File: src/core/eic_defines.vh
// Purpose: constants of the external request conditioning block
// Assumes: register indices are kept, byte address is four times index
// Notes:   field positions are bit numbers within the low byte
`ifndef EIC_DEFINES_VH
`define EIC_DEFINES_VH
// ----------------------------------------
// register indices
// ----------------------------------------
`define EIC_IDX_FILT_A   10'h01e
`define EIC_IDX_TIMER_X_MODE     10'h08b
`define EIC_IDX_INEN     10'h096
`define EIC_IDX_TCC_LO   10'h09a
`define EIC_IDX_TCC_HI   10'h09b
`define EIC_IDX_CTL_A    10'h040
`define EIC_IDX_CTL_B    10'h041
`define EIC_IDX_CTL_C    10'h042
`define EIC_IDX_SERIAL   10'h060
// ----------------------------------------
// field positions
// ----------------------------------------
`define EIC_INEN_EN      0
`define EIC_INEN_BOTH    1
`define EIC_TIMER_X_MODE_POL     2
`define EIC_TCC_RUN      0
`define EIC_TCC_POL_LO   3
`define EIC_TCC_POL_HI   4
`define EIC_TCC_TIMING   6
`define EIC_TCC_SOURCE   7
`define EIC_TCC_CMP      3
`define EIC_CTL_FLAG     0
`define EIC_CTL_POL      4
`define EIC_SER_PINSEL   0
// ----------------------------------------
// reset values and timing
// ----------------------------------------
`define EIC_RST_BYTE     8'h00
`define EIC_DIV_F8       3'h7
`define EIC_DIV_F32      5'h1f
`define EIC_MATCH_COUNT  3
`endif

File: src/core/eic_top.v
// Purpose: conditions three external request inputs and keeps their flags
// Assumes: AHB-Lite single word transfers, zero wait states
// Notes:   read data are captured in the address phase
`timescale 1ns/10ps
`include "eic_defines.vh"
module eic_top
#(
  parameter ADDR_W = 12
)
(
  // clock and reset
  input  wire              hclk,
  input  wire              hresetn,
  // ahb-lite slave
  input  wire              hsel,
  input  wire [ADDR_W-1:0] haddr,
  input  wire              hwrite,
  input  wire [1:0]        htrans,
  input  wire [2:0]        hsize,
  input  wire [31:0]       hwdata,
  input  wire              hready,
  output wire              hreadyout,
  output wire              hresp,
  output reg  [31:0]       hrdata,
  // external pins
  input  wire              pin_a,
  input  wire              pin_b_first,
  input  wire              pin_b_second,
  input  wire              pin_c,
  input  wire              slow_internal_clock,
  // timer c count source
  input  wire              timer_c_count_tick,
  // cpu acknowledge
  input  wire              ack_a,
  input  wire              ack_b,
  input  wire              ack_c,
  // request flags and raw pin level
  output reg               request_flag_a,
  output reg               request_flag_b,
  output reg               request_flag_c,
  output reg               shared_pin_raw_level
);
  // ----------------------------------------
  // registers
  // ----------------------------------------
  reg  [1:0]  filt_a_q;
  reg  [7:0]  timer_x_mode_q;
  reg  [1:0]  inen_q;
  reg  [7:0]  tcc_lo_q;
  reg  [7:0]  tcc_hi_q;
  reg         pol_a_q;
  reg         pin_sel_q;
  reg         wr_pend_q;
  reg  [9:0]  wr_idx_q;
  reg         pend_c_q;
  wire [4:0]  pin_vec;
  wire [4:0]  sync_lvl;
  reg         prev_a_q;
  reg         prev_b_q;
  reg         prev_c_q;
  reg  [31:0] rd_d;

  wire [9:0]  addr_idx;
  wire        acc;
  wire        wr_now;
  wire [7:0]  wb;
  wire        f1_en;
  wire        f8_en;
  wire        f32_en;
  wire        lvl_a;
  wire        lvl_c;
  wire        samp_a;
  wire        samp_c;
  wire        filt_a_on;
  wire        filt_c_on;
  wire        src_c;
  wire        raw_b;
  wire        rise_a;
  wire        fall_a;
  wire        rise_b;
  wire        fall_b;
  wire        rise_c;
  wire        fall_c;
  wire        evt_a;
  wire        evt_b;
  wire        evt_c;
  wire        now_c;
  wire        set_a;
  wire        set_b;
  wire        set_c;
  wire        rewr_a;
  wire        rewr_b;
  wire        rewr_c;
  wire        clr_a;
  wire        clr_b;
  wire        clr_c;

  // ----------------------------------------
  // bus slave
  // ----------------------------------------
  // zero wait states, so the address phase is never stretched
  assign hreadyout = 1'b1;
  assign hresp     = 1'b0;
  assign addr_idx  = haddr[11:2];
  assign acc       = hsel & htrans[1] & hready;
  assign wr_now    = wr_pend_q;
  assign wb        = hwdata[7:0];

  always @(posedge hclk or negedge hresetn)
  begin
    if (!hresetn)
    begin
      wr_pend_q <= 1'b0;
      wr_idx_q  <= 10'h000;
    end
    else
    begin
      wr_pend_q <= acc & hwrite;
      if (acc & hwrite)
        wr_idx_q <= addr_idx;
    end
  end

  // unmapped addresses read zero and ignore writes
  always @*
  begin
    rd_d = 32'h00000000;
    case (addr_idx)
      `EIC_IDX_FILT_A: rd_d[1:0] = filt_a_q;
      `EIC_IDX_TIMER_X_MODE:   rd_d[7:0] = timer_x_mode_q;
      `EIC_IDX_INEN:   rd_d[1:0] = inen_q;
      `EIC_IDX_TCC_LO: rd_d[7:0] = tcc_lo_q;
      `EIC_IDX_TCC_HI: rd_d[7:0] = tcc_hi_q;
      `EIC_IDX_CTL_A:
      begin
        rd_d[`EIC_CTL_FLAG] = request_flag_a;
        rd_d[`EIC_CTL_POL]  = pol_a_q;
      end
      `EIC_IDX_CTL_B:  rd_d[`EIC_CTL_FLAG] = request_flag_b;
      `EIC_IDX_CTL_C:  rd_d[`EIC_CTL_FLAG] = request_flag_c;
      `EIC_IDX_SERIAL: rd_d[`EIC_SER_PINSEL] = pin_sel_q;
      default:         rd_d = 32'h00000000;
    endcase
  end

  always @(posedge hclk or negedge hresetn)
  begin
    if (!hresetn)
      hrdata <= 32'h00000000;
    else if (acc & ~hwrite)
      hrdata <= rd_d;
  end

  // ----------------------------------------
  // configuration registers
  // ----------------------------------------
  // unused bits of filt_a_q, inen_q and bit 5 of tcc_lo_q are kept at zero; timer_x_mode_q and tcc_hi_q store all eight bits
  always @(posedge hclk or negedge hresetn)
  begin
    if (!hresetn)
    begin
      filt_a_q  <= 2'b00;
      timer_x_mode_q    <= `EIC_RST_BYTE;
      inen_q    <= 2'b00;
      tcc_lo_q  <= `EIC_RST_BYTE;
      tcc_hi_q  <= `EIC_RST_BYTE;
      pol_a_q   <= 1'b0;
      pin_sel_q <= 1'b0;
    end
    else if (wr_now)
    begin
      case (wr_idx_q)
        `EIC_IDX_FILT_A: filt_a_q  <= wb[1:0];
        `EIC_IDX_TIMER_X_MODE:   timer_x_mode_q    <= wb;
        `EIC_IDX_INEN:   inen_q    <= wb[1:0];
        `EIC_IDX_TCC_LO: tcc_lo_q  <= {wb[7:6], 1'b0, wb[4:0]};
        `EIC_IDX_TCC_HI: tcc_hi_q  <= wb;
        `EIC_IDX_CTL_A:  pol_a_q   <= wb[`EIC_CTL_POL];
        `EIC_IDX_SERIAL: pin_sel_q <= wb[`EIC_SER_PINSEL];
        default:         pin_sel_q <= pin_sel_q;
      endcase
    end
  end

  // ----------------------------------------
  // pin synchronisers
  // ----------------------------------------
  // each stage keeps its own flops, so no vector has several drivers
  assign pin_vec = {slow_internal_clock, pin_c, pin_b_second, pin_b_first, pin_a};

  genvar gi;
  generate
    for (gi = 0; gi < 5; gi = gi + 1)
    begin : g_sync
      reg s1_q;
      reg s2_q;
      always @(posedge hclk or negedge hresetn)
      begin
        if (!hresetn)
        begin
          s1_q <= 1'b0;
          s2_q <= 1'b0;
        end
        else
        begin
          s1_q <= pin_vec[gi];
          s2_q <= s1_q;
        end
      end
      assign sync_lvl[gi] = s2_q;
    end
  endgenerate

  // raw level skips the filter so software always sees the pin
  always @(posedge hclk or negedge hresetn)
  begin
    if (!hresetn)
      shared_pin_raw_level <= 1'b0;
    else
      shared_pin_raw_level <= sync_lvl[3];
  end

  // ----------------------------------------
  // sampling clocks and filters
  // ----------------------------------------
  eic_divider u_div
  (
    .hclk    (hclk),
    .hresetn (hresetn),
    .f1_en   (f1_en),
    .f8_en   (f8_en),
    .f32_en  (f32_en)
  );

  assign filt_a_on = (filt_a_q != 2'b00);
  assign samp_a    = (filt_a_q == 2'b01) ? f1_en :
                     (filt_a_q == 2'b10) ? f8_en : f32_en;
  assign filt_c_on = (tcc_hi_q[1:0] != 2'b00);
  assign samp_c    = (tcc_hi_q[1:0] == 2'b01) ? f1_en :
                     (tcc_hi_q[1:0] == 2'b10) ? f8_en : f32_en;
  assign src_c     = tcc_lo_q[`EIC_TCC_SOURCE] ? sync_lvl[4] : sync_lvl[3];

  eic_filter u_filt_a
  (
    .hclk      (hclk),
    .hresetn   (hresetn),
    .filter_on (filt_a_on),
    .sample_en (samp_a),
    .din       (sync_lvl[0]),
    .level_q   (lvl_a)
  );

  eic_filter u_filt_c
  (
    .hclk      (hclk),
    .hresetn   (hresetn),
    .filter_on (filt_c_on),
    .sample_en (samp_c),
    .din       (src_c),
    .level_q   (lvl_c)
  );

  // ----------------------------------------
  // edge detection
  // ----------------------------------------
  assign raw_b = pin_sel_q ? sync_lvl[2] : sync_lvl[1];

  always @(posedge hclk or negedge hresetn)
  begin
    if (!hresetn)
    begin
      prev_a_q <= 1'b0;
      prev_b_q <= 1'b0;
      prev_c_q <= 1'b0;
    end
    else
    begin
      prev_a_q <= lvl_a;
      prev_b_q <= raw_b;
      prev_c_q <= lvl_c;
    end
  end

  assign rise_a = lvl_a & ~prev_a_q;
  assign fall_a = ~lvl_a & prev_a_q;
  assign rise_b = raw_b & ~prev_b_q;
  assign fall_b = ~raw_b & prev_b_q;
  assign rise_c = lvl_c & ~prev_c_q;
  assign fall_c = ~lvl_c & prev_c_q;

  assign evt_a = inen_q[`EIC_INEN_EN] &
                 (inen_q[`EIC_INEN_BOTH] ? (rise_a | fall_a) :
                  (pol_a_q ? rise_a : fall_a));

  assign evt_b = timer_x_mode_q[`EIC_TIMER_X_MODE_POL] ? fall_b : rise_b;

  // with the slow clock as source, one or both edges give once or twice
  // per slow cycle
  assign evt_c = (tcc_lo_q[4:3] == 2'b00) ? rise_c :
                 (tcc_lo_q[4:3] == 2'b01) ? fall_c :
                 (tcc_lo_q[4:3] == 2'b10) ? (rise_c | fall_c) :
                 1'b0;

  // ----------------------------------------
  // request timing for input c
  // ----------------------------------------
  // filter output already moves on the sampling clock, so it goes at once
  assign now_c = tcc_lo_q[`EIC_TCC_TIMING] | filt_c_on |
                 tcc_hi_q[`EIC_TCC_CMP];

  always @(posedge hclk or negedge hresetn)
  begin
    if (!hresetn)
      pend_c_q <= 1'b0;
    else if (now_c)
      pend_c_q <= 1'b0;
    else if (evt_c)
      pend_c_q <= 1'b1;
    else if (timer_c_count_tick)
      pend_c_q <= 1'b0;
  end

  // ----------------------------------------
  // request flags
  // ----------------------------------------
  // a write that changes an edge choice counts as an event, as the
  // detector cannot tell old from new setting
  assign rewr_a = wr_now &
                  (((wr_idx_q == `EIC_IDX_INEN) &
                    (wb[`EIC_INEN_BOTH] != inen_q[`EIC_INEN_BOTH])) |
                   ((wr_idx_q == `EIC_IDX_CTL_A) &
                    (wb[`EIC_CTL_POL] != pol_a_q)));
  assign rewr_b = wr_now & (wr_idx_q == `EIC_IDX_TIMER_X_MODE) &
                  (wb[`EIC_TIMER_X_MODE_POL] != timer_x_mode_q[`EIC_TIMER_X_MODE_POL]);
  assign rewr_c = wr_now & (wr_idx_q == `EIC_IDX_TCC_LO) &
                  ((wb[7:6] != tcc_lo_q[7:6]) |
                   (wb[4:3] != tcc_lo_q[4:3]));

  assign set_a = evt_a | rewr_a;
  assign set_b = evt_b | rewr_b;
  assign set_c = (evt_c & now_c) | (pend_c_q & timer_c_count_tick) |
                 rewr_c;

  // writing one is ignored, writing zero clears
  assign clr_a = ack_a | (wr_now & (wr_idx_q == `EIC_IDX_CTL_A) &
                 ~wb[`EIC_CTL_FLAG]);
  assign clr_b = ack_b | (wr_now & (wr_idx_q == `EIC_IDX_CTL_B) &
                 ~wb[`EIC_CTL_FLAG]);
  assign clr_c = ack_c | (wr_now & (wr_idx_q == `EIC_IDX_CTL_C) &
                 ~wb[`EIC_CTL_FLAG]);

  // a new request in the clearing cycle must not be lost
  always @(posedge hclk or negedge hresetn)
  begin
    if (!hresetn)
    begin
      request_flag_a <= 1'b0;
      request_flag_b <= 1'b0;
      request_flag_c <= 1'b0;
    end
    else
    begin
      if (set_a)
        request_flag_a <= 1'b1;
      else if (clr_a)
        request_flag_a <= 1'b0;
      if (set_b)
        request_flag_b <= 1'b1;
      else if (clr_b)
        request_flag_b <= 1'b0;
      if (set_c)
        request_flag_c <= 1'b1;
      else if (clr_c)
        request_flag_c <= 1'b0;
    end
  end
endmodule

File: src/core/eic_divider.v
// Purpose: sampling enables f1, f8 and f32 from the system clock
// Assumes: one clock domain
// Notes:   f8 and f32 are one-cycle pulses, f1 is always high
`timescale 1ns/10ps
`include "eic_defines.vh"
module eic_divider
(
  // clock and reset
  input  wire       hclk,
  input  wire       hresetn,
  // enables
  output wire       f1_en,
  output wire       f8_en,
  output wire       f32_en
);
  reg  [4:0] cnt_q;

  always @(posedge hclk or negedge hresetn)
  begin
    if (!hresetn)
      cnt_q <= 5'h00;
    else
      cnt_q <= cnt_q + 5'h01;
  end

  assign f1_en  = 1'b1;
  assign f8_en  = (cnt_q[2:0] == `EIC_DIV_F8);
  assign f32_en = (cnt_q == `EIC_DIV_F32);
endmodule

File: src/core/eic_filter.v
// Purpose: digital majority-free agreement filter for one request input
// Assumes: din already synchronised to hclk
// Notes:   with filter off the level follows every sample
`timescale 1ns/10ps
`include "eic_defines.vh"
module eic_filter
#(
  parameter MATCH = `EIC_MATCH_COUNT
)
(
  // clock and reset
  input  wire hclk,
  input  wire hresetn,
  // control
  input  wire filter_on,
  input  wire sample_en,
  // data
  input  wire din,
  output reg  level_q
);
  reg  [MATCH-1:0] hist_q;
  wire [MATCH-1:0] hist_d;

  assign hist_d = {hist_q[MATCH-2:0], din};

  always @(posedge hclk or negedge hresetn)
  begin
    if (!hresetn)
    begin
      hist_q  <= {MATCH{1'b0}};
      level_q <= 1'b0;
    end
    else if (!filter_on)
    begin
      hist_q  <= {MATCH{din}};
      level_q <= din;
    end
    else if (sample_en)
    begin
      hist_q <= hist_d;
      if (hist_d == {MATCH{1'b1}})
        level_q <= 1'b1;
      else if (hist_d == {MATCH{1'b0}})
        level_q <= 1'b0;
    end
  end
endmodule

File: config.mk
export PLATFORM = sky130hd
export DESIGN_NAME = eic_top
export DESIGN_NICKNAME = d
export VERILOG_FILES = /design/src/core/eic_top.v /design/src/core/eic_divider.v /design/src/core/eic_filter.v
export VERILOG_INCLUDE_DIRS = /design/src /design/src/core
export SDC_FILE = /design/constraint.sdc
export NUM_CORES = 1
export LEC_CHECK = 0
export ABC_AREA = 1
export BUFFER_PORTS_ARGS = -buffer_cell sky130_fd_sc_hd__buf_2
export CORE_ASPECT_RATIO = 2
export CORE_MARGIN = 8
export CORE_UTILIZATION = 50
export CTS_BUF_LIST = sky130_fd_sc_hd__clkbuf_8
export DETAILED_ROUTE_END_ITERATION = 16
export PLACE_DENSITY = 0.87
export SYNTH_ARGS = -nofsm -noshare
export SYNTH_HDL_FRONTEND = slang
export SYNTH_SLANG_ARGS = --single-unit
export TNS_END_PERCENT = 50
File: constraint.sdc
create_clock -name hclk -period 1.5 [get_ports hclk]
set_input_delay 0.225 -clock hclk [delete_from_list [all_inputs] [get_ports hclk]]
set_output_delay 0.225 -clock hclk [all_outputs]
set_load 0.02 [all_outputs]
==> qor.csv, run 1 <==
metric,value,unit
status,"finished, violations left",
failed_checks,negative setup slack,
hold_violations,0,
synth.largest_area_cell,dfrtp_1,
num_rows,46,
required,1750,ps
clk_latency,360,ps
cts_tree,done,
cap_violations,0,
ys_seq_area_frac,0.490,
final_util,0.619,
first_global_vias,3202,
crit_path_end_kind,flop,
post_drt_wl_per_cell,15.4,microns
power,0.00526,W
powerDensity,1090,mW/mm^2
reg2reg_slack,-30,ps
h-tree-depth,3,
wl_met3,654,microns
syn_inst,474,
drive_gt1_frac,0.250,
wl_met1,3.88,mm
finalCriticalPeriod,1530,ps
die-area,0.0111,sq mm
critPathLaunchType,flop,
final_cells,652,
dieHeight,141,microns
syn2layout_area_growth,22.3,%
diodes,0,
dp_slack,-60.1,ps
dp_hpwl,6.89,mm
leakage,2.46,nW
ys_top_cells_by_area,"dfrtp_1 (49%), nand2_1 (11%), inv_1 (5.6%), buf_4 (5.0%), o21ai_0 (4.1%)",
placed_cells,621,
cts_sinks,77,
slew_violations,0,
final_area,0.00481,sq mm
grt_use_total,0.170,
numCtsBuffers,9,
clkTransAtPathRegs,80,ps
start_util,0.506,
placed_cell_area,0.00427,sq mm
path_max_fanout,4,
rsz0062_at_grt,yes,
place_congestion,0.954,
timing.final.ws_setup,-30.6,ps
via_per_inst,5.17,
irDropWorstVdd,0.807,mV
skew,6.85,ps
dr.max_layer_used,met4,
drt_wl_total,10.1,mm
die_x,78.7,microns
crit_arrival,1780,ps
max_freq,0.653,GHz
critical_path_class,flop to flop,
gr-total-overflow,0,
core,0.00777,sq mm
grt_max_degree,34,
grt_first_pass_wirelength,14.9,mm
drt-pass1-iter-count,5,
synth_top_cell_area_share,0.490,
ant_nets,0,
nNetsFinal,621,
netlist_area,0.00393,sq mm
port_buffers,44,
setup_viol,14,
hold_path_class,input port to flop,
min_period_over_period,1.02,
detail_route.iter0.violations,310,
routed-via-count,3369,
antenna_found_initial,0,
clockBufferDepth,2,
ys_seq_elements,77,
avgSynthCellArea,8.30,sq um
io_pins,101,
synthDistinctLibCells,33,
dr_wl_met2,5.29,mm
cts-root-buf,clkbuf_8,
drc,0,
ys_warn_count,0,
==> flip-flops by register name, summed over array words and instances (netlist names), 2 cells and up <==
register	cells
filt_a_q	2
g_sync.s1_q	5
g_sync.s2_q	5
hrdata	8
inen_q	2
tcc_hi_q	8
tcc_lo_q	7
timer_x_mode_q	8
u_div.cnt_q	5
u_filt_a.hist_q	2
u_filt_c.hist_q	2
wr_idx_q	10
==> area by class of cell <==
cell class	count	area (sq um)
clock inverters	3	42.5
inverters	60	225
well taps	96	120
flip-flops and latches	77	1930
fillers	624	2960
clock buffers	13	179
repair buffers	71	498
multi-input cells	332	1820
==> worst max-delay path: stages, from the launching register on <==
cell	delay (ps)
dfrtp_1	390
ha_2	190
and3_4	180
ha_4	170
a21oi_2	150
o21ai_2	90
buf_6	140
nor2_4	70
a31oi_1	40
==> per-stage QoR <==
stage,hold WS [ps],TNS (ps)
after CTS,113,-76.9
after global routing,122,-2050
after detailed placement,166,-247
final,126,-161
after global placement,159,-58.4
after floorplan,-70.6,0
==> what timing repair did <==
item                       in CTS  in global routing
cloned                          1                  1
hold endpoints to repair       30                  0
gates resized for setup         6                 39
hold buffers                    6                  0
setup buffers                   3                  4
setup endpoints to repair      18                 37
pin swaps                       7                 13
==> cells in the mapped netlist (all sizes together) <==
cell and instances:
nand2 123, dfrtp 77, inv 60, o21ai 59, nor2 40, nand3 32, buf 29, nand4 9
nor3 9, a21oi 8, ha 7, nand3b 6, xnor2 5, conb 2, a31oi 1, a41oi 1
and3 1, clkbuf 1, nor3b 1, nor4 1, o211ai 1, o21a 1
==> routing by layer <==
layer	vias to the layer above	global-route usage
met5	-	0
met4	0	0.0816
met3	21	0.0501
met2	126	0.287
met1	1593	0.189
li1	1629	-
==> report_power, final <==
| part | internal [W] | switching [W] | total, W |
|---|---|---|---|
| clock | 0.000948 | 0.000746 | 0.00169 |
| sequential | 0.00232 | 0.000244 | 0.00257 |
| combinational | 0.000370 | 0.000631 | 0.00100 |
| total | 0.00364 | 0.00162 | 0.00526 |
==> cells by family after synthesis <==
group / synth area share
and+or+nand+nor: 0.259
other: 0.00191
buffers and inverters: 0.115
adders and majority gates: 0.0223
AOI/OAI and AO/OA: 0.101
xor gates and xnor gates: 0.0111
DFF: 0.490
==> layout by cell type, fill, tap and decap left out, types with 2 or more instances in the layout <==
cell type	synthesis	routed
nand4_1	9	9
o21ai_2	9	12
dfrtp_1	77	76
buf_2	1	43
nand3_4	0	3
nor2_2	5	6
nand2_1	118	106
nand2_4	1	2
dlygate4sd3_1	0	6
buf_12	0	2
xnor2_1	5	5
o21ai_1	18	20
nor2_1	32	30
ha_4	0	2
a21oi_1	8	7
nand2_2	4	15
clkbuf_8	0	13
ha_1	7	4
nor2_4	3	4
inv_2	1	3
buf_6	2	2
o21ai_0	32	27
buf_4	26	16
nand3_2	3	2
nor3_2	0	3
inv_1	59	58
nand3_1	29	28
nor3_4	1	2
conb_1	2	26
nand3b_1	6	6
nor3_1	8	4
==> final timing paths <==
| check | cells after the start | startpoint | endpoint |
|---|---|---|---|
| max in group asynchronous | 3 | hresetn | u_filt_a.level_q$_DFFE_PN0P_ |
| min | 3 | hwdata[5] | timer_x_mode_q[5]$_DFFE_PN0P_ |
| max | 8 | u_div.cnt_q[1]$_DFF_PN0_ | u_filt_c.hist_q[1]$_DFFE_PN0P_ |
| max reg2reg | 8 | u_div.cnt_q[1]$_DFF_PN0_ | u_filt_c.hist_q[1]$_DFFE_PN0P_ |
| min reg2reg | 0 | g_sync[3].s1_q$_DFF_PN0_ | g_sync[3].s2_q$_DFF_PN0_ |
| min in group asynchronous | 2 | hresetn | wr_idx_q[1]$_DFFE_PN0P_ |
Note: power is estimated with default switching activity, not from simulation.
==> run 2, diff against run 1 <==
Settings changed: ABC_AREA 1 to not set, BUFFER_PORTS_ARGS -buffer_cell sky130_fd_sc_hd__buf_2 to not set, DONT_BUFFER_PORTS set to 1, PLACE_DENSITY 0.87 to 0.76.
==> run 2 against run 1 <==
The run ends with negative hold slack, negative setup slack left; cell count fell by 19%; synthesized cell count fell by 24%; clock skew rose by 3.2 ps; register-to-register slack got worse by 370 ps; non-clock buffer count fell by 2; setup slack got worse by 370 ps; utilization rose by 0.29 points; area after synthesis barely moved; largest power group unchanged.
==> qor.csv, run 2 <==
metric,value,unit,change
regMostFlops,wr_idx_q,,
switching_share,0.270,,-0.0378
mostFrequentLayoutCell,dfrtp_1,,
cp_cell_sequence,ha_2 -> and3_4 -> ha_4 -> mux2i_2 -> nand2_1 -> a32o_1 -> a221o_1,,
start_util,0.507,,about the same
cts-root-buf,clkbuf_8,,
setup_viol,38,,+24
synthArstFlopShare,1.00,,unchanged
grt_max_degree,78,,+130%
internal_power,0.00344,W,-5.5%
skew,10.1,ps,+3.21 ps
cap_violations,0,,unchanged
die_x,78.7,microns,about the same
ys_top_cells_by_area,"dfrtp_1 (49%), buf_4 (5.0%), mux2_4 (5.0%), mux2_2 (4.6%), nand2_1 (4.1%)",,
post_drt_wl_per_cell,19.2,microns,+25%
synth_top_cell_area_share,0.490,,about the same
min_period_over_period,1.27,,+0.247
crit_path_end_kind,flop,,
synth_compound_area_frac,0.0985,,-0.00293
place_congestion,0.859,,-10%
synth_edf_count,0,,unchanged
cts_sinks,77,,unchanged
syn2layout_area_growth,22.8,%,
critical_path_class,flop to flop,,
timing.final.ws_setup,-401,ps,-370 ps
critPathLaunchType,flop,,
die-area,0.0111,sq mm,about the same
crit_arrival,2150,ps,+370 ps
synth_xor_xnor_area_share,0.0178,,+0.00667
hold_slack,-455,ps,-581 ps
grt_first_pass_wirelength,16.3,mm,+9.4%
path_max_fanout,2,,-2
core,0.00777,sq mm,unchanged
p_clk_frac,0.334,,+0.012
irDropWorstVdd,0.754,mV,-6.6%
seqPwrFrac,0.498,,+0.010
grt_use_total,0.189,,+0.0188
numCtsBuffers,9,,unchanged
required,1750,ps,about the same
netlist_area,0.00394,sq mm,about the same
status,"finished, violations left",,
h-tree-depth,3,,unchanged
ant_nets,0,,unchanged
mostFrequentLayoutCells,"dfrtp_1 (77), nand2_1 (42), buf_4 (40)",,
finalCriticalPeriod,1900,ps,+370 ps
crit_buf_inv,0,,-1
synth.largest_area_cell,dfrtp_1,,
avgSynthCellArea,10.9,sq um,+31%
synthSimpleGateAreaFrac,0.162,,-0.0965
drt-pass1-iter-count,4,,-1
comb_power_share,0.168,,-0.022
nNetsFinal,500,,-19%
leakage,2.20,nW,-11%
dieHeight,141,microns,about the same
p_sw,0.00127,W,-21%
ys.flop_type,dfrtp_1,,
reg2reg_slack,-400,ps,-370 ps
ys_seq_area_frac,0.490,,about the same
drt_wl_total,10.2,mm,+1.5%
via_per_inst,5.60,,+8.4%
clkTransAtPathRegs,80,ps,about the same
r2r-start,u_div.cnt_q[1]$_DFF_PN0_,,
synthAdderAreaFrac,0.0248,,+0.00253
hold_violations,77,,+77
largest_reg_flops,10,,unchanged
ys_warn_count,0,,unchanged
syn_inst,362,,-24%
synthDistinctLibCells,57,,+73%
r2r-end,u_filt_c.level_q$_DFFE_PN0P_,,
reg2regPathDepth,7,,-1
first_global_vias,3148,,-1.7%
cts_tree,done,,
drive_gt1_frac,0.283,,+0.0328
synth_most_common_cell,dfrtp_1,,
port_buffers,0,,-100%
dp_hpwl,7.00,mm,+1.5%
powerDensity,976,mW/mm^2,-11%
antenna_found_initial,0,,unchanged
clk_latency,360,ps,about the same
num_rows,46,,unchanged
cp_slowest_cell,dfrtp_1,,
synth_top_family_by_area,simple AND/OR/NAND/NOR gates,,
io_pins,101,,unchanged
power,0.00471,W,-10%
failed_checks,"negative hold slack, negative setup slack",,
path_delay_family,compound AO/OA/AOI/OAI gates,,
hold_path_class,input port to async pin,,
ys_seq_elements,77,,unchanged
routed-via-count,2974,,-12%
yosys-top-cells-count,"dfrtp_1 (77), nand2_1 (43), buf_4 (26)",,
gr-total-overflow,0,,unchanged
clockBufferDepth,2,,unchanged
synthMuxAreaShare,0.123,,+0.123
detail_route.iter0.violations,186,,-40%
drc,0,,unchanged
rsz0062_at_grt,yes,,
cpPeakStageDelay,390,ps,about the same
max_freq,0.526,GHz,-19%
slew_violations,0,,unchanged
diodes,0,,unchanged
[run 2: what timing repair did]
item	4_1_cts	5_1_grt
gates resized for setup	12	20
setup endpoints to repair	39	40
cloned	1	1
pin swaps	1	5
endpoints found under the hold margin	103	82
buffers inserted	3	2
hold buffers	20	3
[run 2: layout make-up]
cell class / count / area [sq um]
Inverter: 19 / 71.3
Sequential cell: 77 / 1930
Clock inverter: 6 / 62.6
Fill cell: 666 / 2940
Multi-Input combinational cell: 254 / 1920
Tap cell: 96 / 120
Timing Repair Buffer: 69 / 598
Clock buffer: 10 / 138
[run 2: worst max-delay path by stage]
| stage | slack (ps) | to | start | depth (start not counted) |
|---|---|---|---|---|
| global route | -430 | u_filt_a.level_q$_DFFE_PN0P_ | u_div.cnt_q[1]$_DFF_PN0_ | 8 |
| detailed placement | -370 | request_flag_c$_DFFE_PN0P_ | wr_idx_q[3]$_DFFE_PN0P_ | 4 |
| CTS | -350 | tcc_lo_q[1]$_DFFE_PN0P_ | wr_idx_q[2]$_DFFE_PN0P_ | 4 |
| global placement | -380 | request_flag_c$_DFFE_PN0P_ | wr_idx_q[8]$_DFFE_PN0P_ | 4 |
| floorplan | -340 | timer_x_mode_q[0]$_DFFE_PN0P_ | wr_idx_q[7]$_DFFE_PN0P_ | 4 |
| finish | -400 | u_filt_c.level_q$_DFFE_PN0P_ | u_div.cnt_q[1]$_DFF_PN0_ | 7 |
[run 2: power by group through the flow]
stage / Combinational (W) / Clock, W / Sequential (W)
after global routing: 0.000856 / 0.00169 / 0.00236
final: 0.000791 / 0.00158 / 0.00235
after detailed placement: 0.000620 / 0 / 0.00238
after floorplan: 0.000442 / 0 / 0.00238
after global placement: 0.000606 / 0 / 0.00237
after CTS: 0.000709 / 0.00160 / 0.00234
[run 2: metal layers]
layer / global-route usage / share of wire
met1: 0.218 / 0.39
met2: 0.307 / 0.52
met3: 0.0564 / 0.068
met4: 0.0954 / 0.031
met5: 0 / 0
[run 2: kinds of logic after synthesis]
logic type                 after synthesis
buffers and inverters                   56
other                                    2
muxes                                   40
xor gates and xnor gates                 8
and+or+nand+nor                        113
DFF                                     77
adders and majority gates                8
AOI/OAI and AO/OA                       58
[run 2: worst reg2reg max path, stage by stage, from the launching register on]
cell and delay [ps]:
dfrtp_1 390, ha_2 200, and3_4 160, ha_4 160
mux2i_2 190, nand2_1 120, a32o_1 240, a221o_1 340
[run 2: per-stage QoR]
stage                      util  setup WS (ps)  setup TNS, ps  instance area, sq um  instances
final                     0.622           -401          -9130                  4830        531
after global routing      0.622           -430         -10390                  4830        531
after CTS                 0.604           -348          -9230                  4690        525
after detailed placement  0.543           -372         -10540                  4220        485
after global placement    0.543           -379          -9360                  4220        485
after floorplan               -           -336          -6370                  4060        386
